File: src/design/rci_pkg.sv
// Constants, register map and mode type for the reset cause and isolation block
package rci_pkg;

    // ============================================================
    // Widths
    localparam int unsigned ADDR_W    = 16;
    localparam int unsigned DATA_W    = 8;
    localparam int unsigned GPIO_PINS = 41;
    localparam int unsigned CAUSE_W   = 4;
    localparam int unsigned IRQ_W     = 3;

    // ============================================================
    // Register offsets
    localparam logic [ADDR_W-1:0] ADDR_CAUSE    = 16'h1f92;
    localparam logic [ADDR_W-1:0] ADDR_IRQ_STAT = 16'h1f93;
    localparam logic [ADDR_W-1:0] ADDR_IRQ_MASK = 16'h1f94;
    localparam logic [ADDR_W-1:0] ADDR_MODE     = 16'h1f95;

    // ============================================================
    // Field positions
    localparam int unsigned CAUSE_EXT   = 0;
    localparam int unsigned CAUSE_SW    = 1;
    localparam int unsigned CAUSE_WDT   = 2;
    localparam int unsigned CAUSE_CFD   = 3;
    localparam int unsigned IRQ_CAUSE   = 0;
    localparam int unsigned IRQ_ISO_ON  = 1;
    localparam int unsigned IRQ_ISO_OFF = 2;
    localparam int unsigned MODE_B_ISO  = 0;
    localparam int unsigned MODE_B_RST  = 1;

    // Position of the shared port 2 bit 6 pin inside the pin vector
    localparam int unsigned SHARED_PIN_IDX = 22;

    // ============================================================
    // Reset values and pad levels
    localparam logic [CAUSE_W-1:0]   CAUSE_RST     = 4'h0;
    localparam logic [IRQ_W-1:0]     IRQ_RST       = 3'h0;
    localparam logic [DATA_W-1:0]    BYTE_ZERO     = 8'h00;
    localparam logic [GPIO_PINS-1:0] ISO_PULL_DEF  = 41'h0;
    localparam logic                 PAD_PULL_ON   = 1'b1;
    localparam logic                 PAD_PULL_OFF  = 1'b0;
    localparam logic                 PAD_LEVEL_LOW = 1'b0;
    localparam logic                 PAD_DRV_OFF   = 1'b0;

    // ============================================================
    // Operating modes
    typedef enum logic [1:0] {
        MODE_RUN,
        MODE_RESET,
        MODE_ISOLATE
    } rci_mode_t;

endpackage : rci_pkg

File: src/design/rci_ctl_if.sv
// Control signals between the sequencer, the entry detector and the pad control
`timescale 1ns/1ps
`default_nettype none
interface rci_ctl_if;
    logic pads_reset;   // Pads take the reset state
    logic pads_iso;     // Pads take the isolation state
    logic entry_req;    // Isolation entry seen at reset release

    modport top (output pads_reset, output pads_iso, input entry_req);
    modport det (output entry_req);
    modport pad (input pads_reset, input pads_iso);
endinterface : rci_ctl_if
`default_nettype wire

File: src/design/rci_iso_detect.sv
// Detects the isolation entry condition at the rising edge of the reset pin
`timescale 1ns/1ps
`default_nettype none
module rci_iso_detect
    import rci_pkg::*;
(
    input  wire logic mclk_i,
    input  wire logic sys_rst_i,
    input  wire logic ext_reset_n_i,
    input  wire logic mode_pin_i,
    rci_ctl_if.det    ctl
);

    // ============================================================
    // History of reset pin and mode pin
    logic ext_prev_q;
    logic pin_prev_q;

    // Power-on counts as reset held low and mode pin low, so a pin high at the power-on release is not seen
    always_ff @(posedge mclk_i) begin
        if (sys_rst_i) begin
            ext_prev_q <= 1'b0;
            pin_prev_q <= 1'b0;
        end else begin
            ext_prev_q <= ext_reset_n_i;
            pin_prev_q <= mode_pin_i;
        end
    end

    // Pin must be high before and at the release edge
    assign ctl.entry_req = ext_reset_n_i & ~ext_prev_q & mode_pin_i & pin_prev_q;

endmodule : rci_iso_detect
`default_nettype wire

File: src/design/rci_pad_ctrl.sv
// Per-pin drive and weak pull control for reset, isolation and run states
`timescale 1ns/1ps
`default_nettype none
module rci_pad_ctrl
    import rci_pkg::*;
#(
    parameter int unsigned            PINS        = GPIO_PINS,
    parameter logic [GPIO_PINS-1:0]   ISO_PULL_UP = ISO_PULL_DEF
)(
    input  wire logic            mclk_i,
    input  wire logic            sys_rst_i,
    input  wire logic [PINS-1:0] gpio_out_i,
    input  wire logic [PINS-1:0] gpio_oe_i,
    rci_ctl_if.pad               ctl,
    output wire logic [PINS-1:0] pin_out_o,
    output wire logic [PINS-1:0] pin_oe_o,
    output wire logic [PINS-1:0] pin_pull_en_o,
    output wire logic [PINS-1:0] pin_pull_up_o
);

    // ============================================================
    // One registered pad slice per pin
    for (genvar i = 0; i < PINS; i++) begin : g_pad
        logic out_q;
        logic oe_q;
        logic pull_en_q;
        logic pull_up_q;

        // Reset state is weak low, isolation is weak pull, run follows core
        always_ff @(posedge mclk_i) begin
            if (sys_rst_i || ctl.pads_reset) begin
                out_q     <= PAD_LEVEL_LOW;
                oe_q      <= PAD_DRV_OFF;
                pull_en_q <= PAD_PULL_ON;
                pull_up_q <= PAD_LEVEL_LOW;
            end else if (ctl.pads_iso) begin
                out_q     <= PAD_LEVEL_LOW;
                oe_q      <= PAD_DRV_OFF;
                pull_en_q <= PAD_PULL_ON;
                pull_up_q <= ISO_PULL_UP[i];
            end else begin
                out_q     <= gpio_out_i[i];
                oe_q      <= gpio_oe_i[i];
                pull_en_q <= PAD_PULL_OFF;
                pull_up_q <= PAD_LEVEL_LOW;
            end
        end

        assign pin_out_o[i]     = out_q;
        assign pin_oe_o[i]      = oe_q;
        assign pin_pull_en_o[i] = pull_en_q;
        assign pin_pull_up_o[i] = pull_up_q;
    end

endmodule : rci_pad_ctrl
`default_nettype wire

File: src/design/rci_reset_seq.sv
// Reset cause log, isolation mode sequencer and register port
//
// What this block does
// - Keep a byte recording which sources caused a reset since the last cause read.
// - Several sources active together set every matching flag.
// - Reading the cause byte returns it, then clears all flags but those of sources active in the read cycle.
// - Bit 3 flags a reset from clock failure detection.
// - Mode pin held high across reset pin release enters isolation.
// - The mode entry pin is shared with port 2 bit 6.
// - In isolation all pins are weakly pulled, active drive released.
// - Reset pin low during isolation leaves it and enters reset.
// - During reset all 41 general pins sit at weak low.
`timescale 1ns/1ps
`default_nettype none
module rci_reset_seq
    import rci_pkg::*;
#(
    parameter int unsigned          PINS        = GPIO_PINS,
    parameter int unsigned          SHARED_IDX  = SHARED_PIN_IDX,
    parameter logic [GPIO_PINS-1:0] ISO_PULL_UP = ISO_PULL_DEF
)(
    input  wire logic              mclk_i,
    input  wire logic              sys_rst_i,
    input  wire logic              ext_reset_n_i,
    input  wire logic              clock_fail_i,
    input  wire logic              watchdog_i,
    input  wire logic              sw_reset_i,
    input  wire logic              bad_mode_key_i,
    input  wire logic [PINS-1:0]   gpio_in_i,
    input  wire logic [PINS-1:0]   gpio_out_i,
    input  wire logic [PINS-1:0]   gpio_oe_i,
    input  wire logic [ADDR_W-1:0] addr_i,
    input  wire logic [DATA_W-1:0] wdata_i,
    input  wire logic              wr_i,
    input  wire logic              rd_i,
    output logic      [DATA_W-1:0] rdata_o,
    output logic                   irq_o,
    output logic                   reset_state_o,
    output logic                   isolation_o,
    output wire logic [PINS-1:0]   pin_out_o,
    output wire logic [PINS-1:0]   pin_oe_o,
    output wire logic [PINS-1:0]   pin_pull_en_o,
    output wire logic [PINS-1:0]   pin_pull_up_o
);

    // ============================================================
    // Declarations
    rci_ctl_if ctl ();

    rci_mode_t          mode_q;
    rci_mode_t          mode_d;
    logic [CAUSE_W-1:0] cause_q;
    logic [CAUSE_W-1:0] cause_d;
    logic [CAUSE_W-1:0] src_vec;
    logic [IRQ_W-1:0]   irq_stat_q;
    logic [IRQ_W-1:0]   irq_stat_d;
    logic [IRQ_W-1:0]   irq_mask_q;
    logic [IRQ_W-1:0]   irq_evt;
    logic               chip_rst;
    logic               rd_cause;
    logic               wr_stat;
    logic               wr_mask;
    logic               mode_pin;

    // ============================================================
    // Reset sources
    // Gather all active reset sources into their flag positions
    always_comb begin
        src_vec            = CAUSE_RST;
        src_vec[CAUSE_EXT] = ~ext_reset_n_i;
        src_vec[CAUSE_SW]  = sw_reset_i | bad_mode_key_i;
        src_vec[CAUSE_WDT] = watchdog_i;
        src_vec[CAUSE_CFD] = clock_fail_i;
    end

    // Any active source holds the controller in reset
    assign chip_rst = |src_vec;

    // Mode entry shares the port 2 bit 6 pad input
    assign mode_pin = gpio_in_i[SHARED_IDX];

    // Register strobes
    assign rd_cause = rd_i && (addr_i == ADDR_CAUSE);
    assign wr_stat  = wr_i && (addr_i == ADDR_IRQ_STAT);
    assign wr_mask  = wr_i && (addr_i == ADDR_IRQ_MASK);

    // ============================================================
    // Cause log
    // Read clears the byte; a source active in the same cycle still sets
    always_comb begin
        cause_d = (rd_cause ? CAUSE_RST : cause_q) | src_vec;
    end

    // Cause flags survive the controller reset; only power-on or a cause read clears them
    always_ff @(posedge mclk_i) begin
        if (sys_rst_i) begin
            cause_q <= CAUSE_RST;
        end else begin
            cause_q <= cause_d;
        end
    end

    // ============================================================
    // Mode sequencer
    // Reset, run and isolation with entry at the reset pin release
    always_comb begin
        mode_d = mode_q;
        unique case (mode_q)
            MODE_RUN: begin
                if (chip_rst) begin
                    mode_d = MODE_RESET;
                end
            end
            MODE_RESET: begin
                if (!chip_rst) begin
                    mode_d = ctl.entry_req ? MODE_ISOLATE : MODE_RUN;
                end
            end
            MODE_ISOLATE: begin
                if (chip_rst) begin
                    mode_d = MODE_RESET;
                end
            end
        endcase
    end

    // Mode state and its registered status outputs
    always_ff @(posedge mclk_i) begin
        if (sys_rst_i) begin
            mode_q        <= MODE_RESET;
            reset_state_o <= 1'b1;
            isolation_o   <= 1'b0;
        end else begin
            mode_q        <= mode_d;
            reset_state_o <= (mode_d == MODE_RESET);
            isolation_o   <= (mode_d == MODE_ISOLATE);
        end
    end

    // Pad state follows the current mode
    assign ctl.pads_reset = (mode_q == MODE_RESET);
    assign ctl.pads_iso   = (mode_q == MODE_ISOLATE);

    // ============================================================
    // Interrupts
    // Events: a reset source seen, isolation entered, isolation left
    always_comb begin
        irq_evt              = IRQ_RST;
        irq_evt[IRQ_CAUSE]   = chip_rst;
        irq_evt[IRQ_ISO_ON]  = (mode_d == MODE_ISOLATE) && (mode_q != MODE_ISOLATE);
        irq_evt[IRQ_ISO_OFF] = (mode_d != MODE_ISOLATE) && (mode_q == MODE_ISOLATE);
        irq_stat_d           = irq_stat_q;
        if (wr_stat) begin
            irq_stat_d = irq_stat_q & ~wdata_i[IRQ_W-1:0];
        end
        irq_stat_d = irq_stat_d | irq_evt;                       // Set wins over clear
    end

    // Sticky status, mask and the level interrupt output
    always_ff @(posedge mclk_i) begin
        if (sys_rst_i) begin
            irq_stat_q <= IRQ_RST;
            irq_mask_q <= IRQ_RST;
            irq_o      <= 1'b0;
        end else begin
            irq_stat_q <= irq_stat_d;
            if (wr_mask) begin
                irq_mask_q <= wdata_i[IRQ_W-1:0];
            end
            irq_o <= |(irq_stat_d & (wr_mask ? wdata_i[IRQ_W-1:0] : irq_mask_q));
        end
    end

    // ============================================================
    // Register read port
    // Data stand one cycle after the read strobe, zero otherwise
    always_ff @(posedge mclk_i) begin
        if (sys_rst_i) begin
            rdata_o <= BYTE_ZERO;
        end else if (rd_i) begin
            unique case (addr_i)
                ADDR_CAUSE: begin
                    rdata_o <= {{(DATA_W-CAUSE_W){1'b0}}, cause_q};
                end
                ADDR_IRQ_STAT: begin
                    rdata_o <= {{(DATA_W-IRQ_W){1'b0}}, irq_stat_q};
                end
                ADDR_IRQ_MASK: begin
                    rdata_o <= {{(DATA_W-IRQ_W){1'b0}}, irq_mask_q};
                end
                ADDR_MODE: begin
                    rdata_o             <= BYTE_ZERO;
                    rdata_o[MODE_B_ISO] <= (mode_q == MODE_ISOLATE);
                    rdata_o[MODE_B_RST] <= (mode_q == MODE_RESET);
                end
                default: begin
                    rdata_o <= BYTE_ZERO;
                end
            endcase
        end else begin
            rdata_o <= BYTE_ZERO;
        end
    end

    // ============================================================
    // Submodules
    // Isolation entry detector on the shared pin
    rci_iso_detect u_det (
        .mclk_i        (mclk_i),
        .sys_rst_i     (sys_rst_i),
        .ext_reset_n_i (ext_reset_n_i),
        .mode_pin_i    (mode_pin),
        .ctl           (ctl)
    );

    // Pad drive and pull control
    rci_pad_ctrl #(
        .PINS        (PINS),
        .ISO_PULL_UP (ISO_PULL_UP)
    ) u_pad (
        .mclk_i        (mclk_i),
        .sys_rst_i     (sys_rst_i),
        .gpio_out_i    (gpio_out_i),
        .gpio_oe_i     (gpio_oe_i),
        .ctl           (ctl),
        .pin_out_o     (pin_out_o),
        .pin_oe_o      (pin_oe_o),
        .pin_pull_en_o (pin_pull_en_o),
        .pin_pull_up_o (pin_pull_up_o)
    );
endmodule : rci_reset_seq
`default_nettype wire

File: config.mk
export PLATFORM = sky130hd
export DESIGN_NAME = rci_reset_seq
export DESIGN_NICKNAME = d
export VERILOG_FILES = /design/src/design/rci_pkg.sv /design/src/design/rci_ctl_if.sv /design/src/design/rci_iso_detect.sv /design/src/design/rci_pad_ctrl.sv /design/src/design/rci_reset_seq.sv
export SDC_FILE = /design/constraint.sdc
export NUM_CORES = 1
export LEC_CHECK = 0
export ABC_AREA = 1
export BUFFER_PORTS_ARGS = -buffer_cell sky130_fd_sc_hd__buf_2
export CAP_MARGIN = 15
export CORE_AREA = 2 2 128 130
export CTS_BUF_LIST = sky130_fd_sc_hd__clkbuf_4
export DETAILED_ROUTE_END_ITERATION = 6
export DIE_AREA = 0 0 130 132
export HOLD_SLACK_MARGIN = 0.05
export PLACE_DENSITY = 0.66
export SLEW_MARGIN = 30
export SYNTH_ARGS = -nofsm -noshare
export SYNTH_HDL_FRONTEND = slang
export SYNTH_SLANG_ARGS = --single-unit
File: constraint.sdc
create_clock -name mclk_i -period 4.81 [get_ports mclk_i]
set_clock_uncertainty 0.2 [all_clocks]
set_input_delay 0.7215 -clock mclk_i [delete_from_list [all_inputs] [get_ports mclk_i]]
set_output_delay 0.7215 -clock mclk_i [all_outputs]
set_load 0.005 [all_outputs]
==> results.md, run 1 <==
* Status: finished, final reports clean
* Crit-path cells: buf_2
* RSZ-0062 raised after global routing: false
* # Max-Cap Violations at 0
* Yosys top cell area share at 39.0%
* Critical path required time at 3890 ps
* Maximum fanout along the worst path at 41
* Final Max Tran Viols at 0
* Mux contribution to synthesized area at 0%
* Via count at 3343
* Ant diodes at 0
* Row cnt at 46
* Setup repair bufs after CTS at 0
* Largest stage delay on the critical path at 660 ps
* Vias in the first global route at 2978
* Buf/Inv on CP at 1
* Synthesized flop and latch total at 104
* Layout Nets at 859
* Post-Synthesis Cells at 586
* First-pass GRT wire length at 14.2 mm
* Clock tree buffer depth at 2
* Post-DP HPWL at 7.47 mm
* Pleak at 3.10 nW
* Fraction of final layout cells sized beyond drive strength 1 at 48.9%
* Count leader, synth: buf_4
* Yosys Warn Count at 0
* Seq/Total Area, Yosys at 39.0%
* Synth Flop Type: dfxtp_1
* Area Growth Syn to Fin at 7.27%
* Final ANT Viol Nets at 0
* CTS clk-pin slew, worst paths at 190 ps
* Total power at 1.46 mW
* Total Wirelength at 9.34 mm
* Main combinational cell family by area after synthesis: buffers and inverters
* Min Tclk post-route at 2260 ps
* Clock buffer count from CTS at 9
* Worst slew pin tran at 585 ps
* Wire per inst at 10.1 um
* Synth Area in Adders at 0%
* Critical Path End Type: output port
* Clock root cell: clkbuf_4
* Placed Area at 0.00557 mm2
* Simple-gate portion of the synthesized area at 24.8%
* Die W at 130 um
* Power density over cell area at 255 mW/mm2
* EDFF count, synth at 0
* Commonest cells post-synth: buf_4, inv_1, dfxtp_1
* Via/cell ratio at 3.62
* Initial Utilization at 34.0%
* Crit path launch type: flip-flop
* Non-filler cells in the finished layout at 924
* Core area at 0.0157 mm2
* Async set or reset register ratio after synthesis at 0%
* DRC viols at 0
* I/O Buffers at 240
* Worst slew margin at 61.0%
* Worst skew pair latency at 470 ps
* # placed instances at 908
* I/O pin total at 331
* Total clock sinks at 104
* Die area at 0.0172 mm2
* Peak Freq at 0.442 GHz
* Post-synthesis compound-gate area fraction at 1.24%
* CTS tree: built
* Period utilisation layout at 47.0%
* Hold_buf cts at 0
* TritonRoute pass-1 iters at 4
* Design area at 0.00573 mm2
* Routability Congestion at 0.797
* Yosys cell types at 27
* Initial antenna violation count at 1
* Arrival @ worst endpoint at 1340 ps
* Synth top area cells: dfxtp_1, buf_4, nor2_4, inv_1, buf_12
* CP top delay family: flip-flops
* Hold Crit Class: in -> reg
* Chip height at 132 um
* Slowest cell on crit path: dfxtp_2
* Largest net degree at the start of global routing at 47
* Netlist Area Pre-Place at 0.00534 mm2
* VDD IR max at 0.000125 V
* Grt ovf at 0
* Type of the worst setup path: reg -> out
* Mean post-synth cell area at 9.11 um2
* Setup TNS Final at 0 ps
* XOR/XNOR share of the synthesized area at 0%
* Setup violations, final at 0
* Initial DRC count at 58
* Overall routing resource usage at 10.7%
* Yosys top cell by area: dfxtp_1
* Final hold violation count at 0
* Clock H-tree levels at 3
* Post-cts resize count at 0
state kept, by name, indices dropped and copies added, names as in the netlist, 2 cells and up:
register and cells:
rdata_o 4, u_pad.g_pad.out_q 41, irq_mask_q 3, cause_q 4, u_pad.g_pad.oe_q 41, mode_q 2
irq_stat_q 3
path summary, 6_finish.rpt:
check                            start              endpoint  slack [ps]  cells after the start
max          u_pad.g_pad[24].pull_en_q     pin_pull_en_o[36]        2550                      1
min                      gpio_out_i[9]  u_pad.g_pad[9].out_q         220                      3
max reg2reg                  mode_q[1]  u_pad.g_pad[8].out_q        2650                      5
min reg2reg                 cause_q[3]            cause_q[3]         280                      2
metrics by stage:
| stage | utilization (%) | hold slack [ps] | setup WS (ps) |
|---|---|---|---|
| 2_1_floorplan | - | 236 | 2720 |
| 3_3_place_gp | 35.4 | 255 | 2300 |
| 3_5_place_dp | 35.4 | 262 | 2280 |
| 4_1_cts | 36.4 | 161 | 2140 |
| 5_1_grt | 36.4 | 168 | 2330 |
| 6_report | 36.4 | 219 | 2550 |
layout by cell type, fill, tap and decap left out:
master	netlist	final
clkbuf_4	0	9
dfxtp_1	104	103
buf_2	1	240
clkinv_8	0	3
a22oi_1	1	1
nor2_2	3	3
inv_6	0	3
nor3_1	2	2
dfxtp_2	0	1
nand3_1	17	17
inv_1	113	113
nor2_4	75	75
a21oi_1	5	5
nand4_2	2	2
nand4_1	9	9
a21oi_2	2	2
nand2_2	3	3
o21ai_1	1	1
nand2_1	34	34
inv_12	0	1
buf_4	168	1
a31oi_1	1	1
o21ai_0	1	1
nand3_2	1	1
and3_1	1	1
or3_4	1	1
nor2_1	28	28
and2_1	1	1
buf_12	7	1
conb_1	1	45
layer usage:
layer,global-route usage (%),up-vias,part of all wire [%]
met5,0,-,0.17
met4,4.36,2,1.9
met3,4.26,17,9.6
met2,18.4,160,50
met1,11.7,1442,38
li1,-,1722,-
cell families (layout without fill, tap and decap cells):
kind of cell    count (synthesis)  count (layout)
buf+inv                       293             371
simple gates                  177             177
flops                         104             104
compound gates                 11              11
other cells                     1              45
power by group:
group,switching (mW),leakage (nW),internal (mW),total [mW]
clock,0.344,0.0830,0.132,0.476
sequential,0.00288,0.840,0.869,0.872
combinational,0.0665,2.18,0.0471,0.114
area by class of cell:
cell class | count | area, um2
Fill cell | 1629 | 9990
Clock buffer | 9 | 67.6
Clock inverter | 7 | 91.3
Sequential cell | 104 | 2080
Multi-Input combinational cell | 233 | 1560
Timing Repair Buffer | 242 | 1230
Tap cell | 216 | 270
Inverter | 113 | 424
Note: power is estimated with default switching activity, not from simulation.
==> run 2: changes to the inputs <==
Settings changed: CORE_AREA 2 2 128 130 to 2 2 130 132, DIE_AREA 0 0 130 132 to 0 0 132 134, PLACE_DENSITY 0.66 to 0.67.
Clock period 4.81 ns to 1.9 ns, I/O delays scaled along.
==> run 2 against run 1 <==
Worst hold slack got worse by 190 ps; cell count rose by 14%; worst setup slack worse by 2500 ps; combinational power grew to 4.2 times the previous value; total power grew to 2.7 times the previous value; utilization grew 6.6 points.
==> results.md, run 2 (synthesis gave the netlist of run 1 again) <==
* Largest registers: u_pad.g_pad.oe_q: 41 flops, u_pad.g_pad.out_q: 41 flops (unchanged)
* TritonRoute pass-1 iters at 4 (unchanged)
* Min Tclk post-route at 1840 ps
* Routability Congestion at 0.787 (was 0.797)
* Via/cell ratio at 3.75 (was 3.62)
* VDD IR max at 0.000317 V (was 0.000125 V)
* Clock H-tree levels at 3 (unchanged)
* Clock root cell: clkbuf_4 (unchanged)
* Most common cell after layout, fill and taps aside: buf_2 (unchanged)
* Critical path required time at 2120 ps (was 3890 ps)
* Via count at 3939 (was 3343)
* I/O pin total at 331 (unchanged)
* Core area at 0.0163 mm2 (was 0.0157 mm2)
* Design area at 0.00701 mm2 (was 0.00573 mm2)
* Final Max Tran Viols at 0 (unchanged)
* Power density over cell area at 559 mW/mm2 (was 255 mW/mm2)
* CTS tree: built (unchanged)
* Total Wirelength at 11.9 mm (was 9.34 mm)
* Worst skew pair latency at 470 ps (about the same)
* Setup violations, final at 0 (unchanged)
* Chip height at 134 um (was 132 um)
* Crit-path cells: buf_2 > dlygate4sd3_1 > nor3_1 > dlygate4sd3_1 > nand4_1 > a31oi_1 (was buf_2)
* Crit path launch type: primary input (was flip-flop)
* Final hold slack at 28.7 ps (was 219 ps)
* CTS clk-pin slew, worst paths at 180 ps (was 190 ps)
* Grt ovf at 0 (unchanged)
* # Max-Cap Violations at 0 (unchanged)
* Critical Path End Type: flip-flop (was output port)
* I/O Buffers at 240 (unchanged)
* Largest net degree at the start of global routing at 39 (was 47)
* Total power at 3.92 mW (was 1.46 mW)
* Setup repair bufs after CTS at 0 (unchanged)
* Type of the worst setup path: in -> reg (was reg -> out)
* Layout Nets at 981 (was 859)
* First-pass GRT wire length at 18.8 mm (was 14.2 mm)
* Largest stage delay on the critical path at 610 ps (was 660 ps)
* Setup TNS Final at 0 ps (unchanged)
* Slowest cell on crit path: dlygate4sd3_1 (was dfxtp_2)
* Die W at 132 um (was 130 um)
* Area Growth Syn to Fin at 31.3% (was 7.27%)
* Final hold violation count at 0 (unchanged)
* Maximum fanout along the worst path at 4 (was 41)
* Status: finished, final reports clean (unchanged)
* CP dominant cell by count: dlygate4sd3_1
* Total clock sinks at 104 (unchanged)
* Fraction of final layout cells sized beyond drive strength 1 at 43.1% (was 48.9%)
* Wire per inst at 11.4 um (was 10.1 um)
* Placed Area at 0.00575 mm2 (was 0.00557 mm2)
* Vias in the first global route at 3935 (was 2978)
* Initial Utilization at 32.8% (was 34.0%)
* Most frequent cells in the layout: buf_2, inv_1, dlygate4sd3_1 (was buf_2, inv_1, dfxtp_1)
* Row cnt at 47 (was 46)
* RSZ-0062 raised after global routing: false (unchanged)
* Overall routing resource usage at 13.5% (was 10.7%)
* Fill cells at 1569 (was 1629)
* # placed instances at 924 (was 908)
* Initial DRC count at 88 (was 58)
* Arrival @ worst endpoint at 2050 ps (was 1340 ps)
* Clock tree buffer depth at 2 (unchanged)
* Die area at 0.0177 mm2 (was 0.0172 mm2)
* DRC viols at 0 (unchanged)
* Clock buffer count from CTS at 9 (unchanged)
* Initial antenna violation count at 1 (unchanged)
* Hold Crit Class: in -> reg (unchanged)
* Final ANT Viol Nets at 0 (unchanged)
* Post-DP HPWL at 7.83 mm (was 7.47 mm)
* Pleak at 3.66 nW (was 3.10 nW)
* Peak Freq at 0.544 GHz
* Non-filler cells in the finished layout at 1051 (was 924)
* Period utilisation layout at 96.7%
==> run 2: cell count changes in the layout (fill, tap and decap cells not counted), sizes merged <==
cell         before  now
diode             0    1
inv             117  118
clkinv            3    2
buf             242  254
dlygate4sd3       0  110
==> run 2: cell type report <==
| class | count | area [um2] | share of cell area (%) |
|---|---|---|---|
| tap | 220 | 275 | 3.93 |
| timing repair buffer | 364 | 2510 | 35.8 |
| clock buffer | 9 | 67.6 | 0.964 |
| sequential | 104 | 2080 | 29.7 |
| clock inverter | 7 | 86.3 | 1.23 |
| multi-input combinational | 233 | 1560 | 22.3 |
| inverter | 113 | 424 | 6.05 |
| antenna | 1 | 2.50 | 0.0357 |
==> run 2: per-layer routing <==
layer,share of wire (%),global-route usage [%],up-vias
met4,2.8,6.58,0
met5,0,0,-
met2,53,25.1,181
met1,38,13.8,1762
met3,6.5,3.89,28
li1,-,-,1968
==> run 2: final timing paths <==
path | end | cells after the start | slack, ps | from
hold reg to reg | irq_mask_q[0] | 2 | 300 | irq_mask_q[0]
setup reg to reg | u_pad.g_pad[26].out_q | 6 | 290 | mode_q[0]
hold / removal | rdata_o[1] | 6 | 30 | addr_i[0]
setup / recovery | rdata_o[0] | 6 | 60 | addr_i[1]
==> run 2: per-stage QoR <==
step	utilization (%)	worst slack, ps
3_5_place_dp	35.3	198
3_3_place_gp	35.3	210
4_1_cts	43.1	54.9
5_1_grt	43.0	22.2
6_report	43.0	62.6
2_1_floorplan	-	246
==> run 2: worst max-delay path, delay by kind of cell <==
kind            cells  cell delay (ps)
buf+inv             3             1310
compound gates      1              180
simple gates        2              270
==> run 2: where the power goes <==
group / internal [mW] / switching, mW / leakage [nW]
logic: 0.263 / 0.211 / 2.74
registers: 2.20 / 0.00731 / 0.840
clock network: 0.333 / 0.902 / 0.0821
==> run 2: what timing repair did <==
action                     4_1_cts  5_1_grt
cloned                           0        0
hold buffers                   111        0
setup endpoints to repair       33       37
resized for setup                1        1
pin swaps                        0        1
hold endpoints to repair       102        0
==> run 3: changes to the inputs <==
Settings changed: CORE_AREA 2 2 130 132 to 2 2 128 130, DIE_AREA 0 0 132 134 to 0 0 130 132, PLACE_DENSITY 0.67 to unset, SYNTH_HIERARCHICAL set to 1.
==> run 3 against run 2 <==
Synthesized cell count down 0.17%; sequential power about the same; flip-flop and latch count stayed put; synthesized area decreased by 11%; sequential share of layout area increased by 3.4 points; non-clock buffer count decreased by 11; cell count shrank 1.5%; clock power is 9.8% lower; clock-buffer cell count unchanged; total power shrank 4.7%; global-route usage fell by 1.0 points; routed wire length shrank 5.7%; critical path type is now reg -> reg; largest cell class unchanged; highest routed layer is now met5.
==> results.md, run 3 <==
* Async set or reset register ratio after synthesis at 0% (unchanged)
* Grt met1 use at 12.1% (was 13.8%)
* TritonRoute pass-1 iters at 4 (unchanged)
* Largest net degree at the start of global routing at 74 (was 39)
* Netlist Area Pre-Place at 0.00475 mm2 (was 0.00534 mm2)
* Fraction of final layout cells sized beyond drive strength 1 at 34.1% (was 43.1%)
* Grt ovf at 0 (unchanged)
* CTS tree: built (unchanged)
* Die W at 130 um (was 132 um)
* First-pass GRT wire length at 16.9 mm (was 18.8 mm)
* Final ANT Viol Nets at 0 (unchanged)
* Count leader, synth: buf_4 (unchanged)
* Core area at 0.0157 mm2 (was 0.0163 mm2)
* Period utilisation layout at 93.7% (was 96.7%)
* Initial DRC count at 81 (was 88)
* CP dominant cell by count: inv_1 (was dlygate4sd3_1)
* Yosys top cell area share at 43.9% (was 39.0%)
* Yosys cell types at 28 (was 27)
* Post-Synthesis Cells at 585 (was 586)
* Final hold slack at 205 ps (was 28.7 ps)
* Arrival @ worst endpoint at 2010 ps (was 2050 ps)
* Critical Path End Type: flip-flop (unchanged)
* Design area at 0.00629 mm2 (was 0.00701 mm2)
* Chip height at 132 um (was 134 um)
* Final hold violation count at 0 (unchanged)
* Hold Crit Class: in -> reg (unchanged)
* Maximum fanout along the worst path at 3 (was 4)
* Setup TNS Final at 0 ps (unchanged)
* Clock buffer count from CTS at 9 (unchanged)
* Vias in the first global route at 3670 (was 3935)
* Setup violations, final at 0 (unchanged)
* Clock H-tree levels at 3 (unchanged)
* Setup repair bufs after CTS at 0 (unchanged)
* Commonest cells post-synth: buf_4, inv_1, dfxtp_1 (unchanged)
* # Max-Cap Violations at 0 (unchanged)
* Initial antenna violation count at 1 (unchanged)
* Post-DP HPWL at 7.55 mm (was 7.83 mm)
* Wire per inst at 10.9 um (was 11.4 um)
* Ant diodes at 0 (was 1)
* Area Growth Syn to Fin at 32.6% (was 31.3%)
* Crit path launch type: flip-flop (was primary input)
* Worst r2r path cells at 7 (was 6)
* Most Used Layer, Global Route: met2 (unchanged)
* Critical R2R Launch: mode_q[1] (was mode_q[0])
* GRT met2 Usage at 23.9% (was 25.1%)
* Most frequent cells in the layout: buf_2, dlygate4sd3_1, inv_1 (was buf_2, inv_1, dlygate4sd3_1)
* Initial Utilization at 30.2% (was 32.8%)
* Power density over cell area at 593 mW/mm2 (was 559 mW/mm2)
* Most common cell after layout, fill and taps aside: buf_2 (unchanged)
* Largest stage delay on the critical path at 580 ps (was 610 ps)
* Worst R2R Setup Slack at 120 ps (was 290 ps)
* Final Max Tran Viols at 0 (unchanged)
* Row cnt at 46 (was 47)
* Pleak at 3.53 nW (was 3.66 nW)
* Slowest cell on crit path: dlygate4sd3_1 (unchanged)
* Mean post-synth cell area at 8.11 um2 (was 9.11 um2)
* Synth top area cells: dfxtp_1, buf_4, inv_1, nor2_1, nand2_1 (was dfxtp_1, buf_4, nor2_4, inv_1, buf_12)
* Die area at 0.0172 mm2 (was 0.0177 mm2)
* Layout Nets at 970 (was 981)
* I/O pin total at 331 (unchanged)
* Via count at 3805 (was 3939)
* Synth Flop Type: dfxtp_1 (unchanged)
* Via/cell ratio at 3.68 (was 3.75)
* RSZ-0062 raised after global routing: false (unchanged)
* Sink of the worst hold path: irq_stat_q[1] (was rdata_o[1])
* CTS clk-pin slew, worst paths at 170 ps (was 180 ps)
* Met3 usage at 3.49% (was 3.89%)
* Type of the worst setup path: reg -> reg (was in -> reg)
* Reg-to-Reg End: rdata_o[0] (was u_pad.g_pad[26].out_q)
* Clock tree buffer depth at 2 (unchanged)
* Yosys Warn Count at 6 (was 0)
* Total clock sinks at 104 (unchanged)
* VDD IR max at 0.000251 V (was 0.000317 V)
* I/O Buffers at 240 (unchanged)
* Status: finished, final reports clean (unchanged)
* Fill cells at 1611 (was 1569)
* Hold_sp: addr_i[11] (was addr_i[0])
* Hold Path Depth at 7 (was 6)
* Largest registers: u_pad/g_pad.oe_q: 41 flops, u_pad/g_pad.out_q: 41 flops (was u_pad.g_pad.oe_q: 41 flops, u_pad.g_pad.out_q: 41 flops)
* Peak Freq at 0.562 GHz (was 0.544 GHz)
* Min Tclk post-route at 1780 ps (was 1840 ps)
* Routability Congestion at 0.774 (was 0.787)
* Crit-path cells: inv_1 > nor2_1 > nand4_1 > dlygate4sd3_1 > nand3b_1 > nand2_1 > inv_1 (was buf_2 > dlygate4sd3_1 > nor3_1 > dlygate4sd3_1 > nand4_1 > a31oi_1)
* Synthesized flop and latch total at 104 (unchanged)
* DRC viols at 0 (unchanged)
* EDFF count, synth at 0 (unchanged)
* Overall routing resource usage at 12.5% (was 13.5%)
* Seq/Total Area, Yosys at 43.9% (was 39.0%)
* Total Wirelength at 11.3 mm (was 11.9 mm)
* Yosys top cell by area: dfxtp_1 (unchanged)
* Clock root cell: clkbuf_4 (unchanged)
* Worst skew pair latency at 460 ps (was 470 ps)
* Placed Area at 0.00506 mm2 (was 0.00575 mm2)
* Critical path required time at 2130 ps (was 2120 ps)
* Final core occ at 40.1% (was 43.0%)
-- run 3: cell count changes after synthesis, moves of 2 or more --
| cell | previous run | this run |
|---|---|---|
| nor2_1 | 28 | 98 |
| nor2_4 | 75 | 5 |
| buf_12 | 7 | 0 |
| inv_1 | 113 | 106 |
| nand3_1 | 17 | 10 |
| buf_6 | 2 | 8 |
| nand2_1 | 34 | 39 |
| a21oi_1 | 5 | 9 |
| nand3b_1 | 0 | 3 |
| nand4_2 | 2 | 0 |
-- run 3: what timing repair did --
action,4_1_cts,5_1_grt
hold buffers,110,0
gates resized for setup,0,2
endpoints found under the hold margin,102,0
setup endpoints to repair,0,3
-- run 3: routing by layer --
metal	vias up	share of wire [%]
met5	-	0.12
li1	1955	-
met4	2	2.3
met3	22	7.7
met1	1668	38
met2	158	52
-- run 3: logic make-up after synthesis --
| family | synth area share [%] |
|---|---|
| buffers and inverters | 37.1 |
| AND/OR/NAND/NOR | 17.2 |
| flip-flops | 43.9 |
| AO/OA/AOI/OAI | 1.66 |
| other | 0.158 |
-- run 3: final cells by class --
type | count | area, um2 | area share (%)
tap | 216 | 270 | 4.29
inverter | 107 | 402 | 6.38
clock buffer | 9 | 67.6 | 1.07
clock inverter | 7 | 65.1 | 1.03
sequential | 104 | 2080 | 33.1
timing repair buffer | 353 | 2340 | 37.2
multi-input combinational | 239 | 1070 | 17.0
-- run 3: metrics by stage --
| step | power [mW] | setup slack [ps] | std cells |
|---|---|---|---|
| 6_report | 3.73 | 119 | 1035 |
| 5_1_grt | 3.92 | 24.3 | 1035 |
| 4_1_cts | 3.82 | 88.5 | 1035 |
| 3_5_place_dp | 2.50 | 199 | 909 |
| 3_3_place_gp | 2.50 | 212 | 909 |
| 2_1_floorplan | 2.43 | 246 | 628 |
-- run 3: worst max-delay path: cells and delay by family, from the launching register on --
family | cells | cell delay, ps
buffers and inverters | 3 | 700
and+or+nand+nor | 4 | 460
DFF | 1 | 390
-- run 3: power by group --
part / switching [mW] / internal [mW]
sequential: 0.00737 / 2.20
clock: 0.809 / 0.298
combinational: 0.166 / 0.253
-- run 3: worst max-delay path by stage --
stage               depth (start not counted)  slack [ps]           endpoint                      start
detailed placement                          9         200         rdata_o[2]                  addr_i[5]
CTS                                         7          90         rdata_o[2]                  addr_i[3]
global placement                            9         210         rdata_o[2]                  addr_i[5]
floorplan                                   1         250   pin_pull_en_o[0]  u_pad/g_pad[40].pull_en_q
finish                                      7         120         rdata_o[0]                  mode_q[1]
global route                                2          20  pin_pull_en_o[24]  u_pad/g_pad[40].pull_en_q
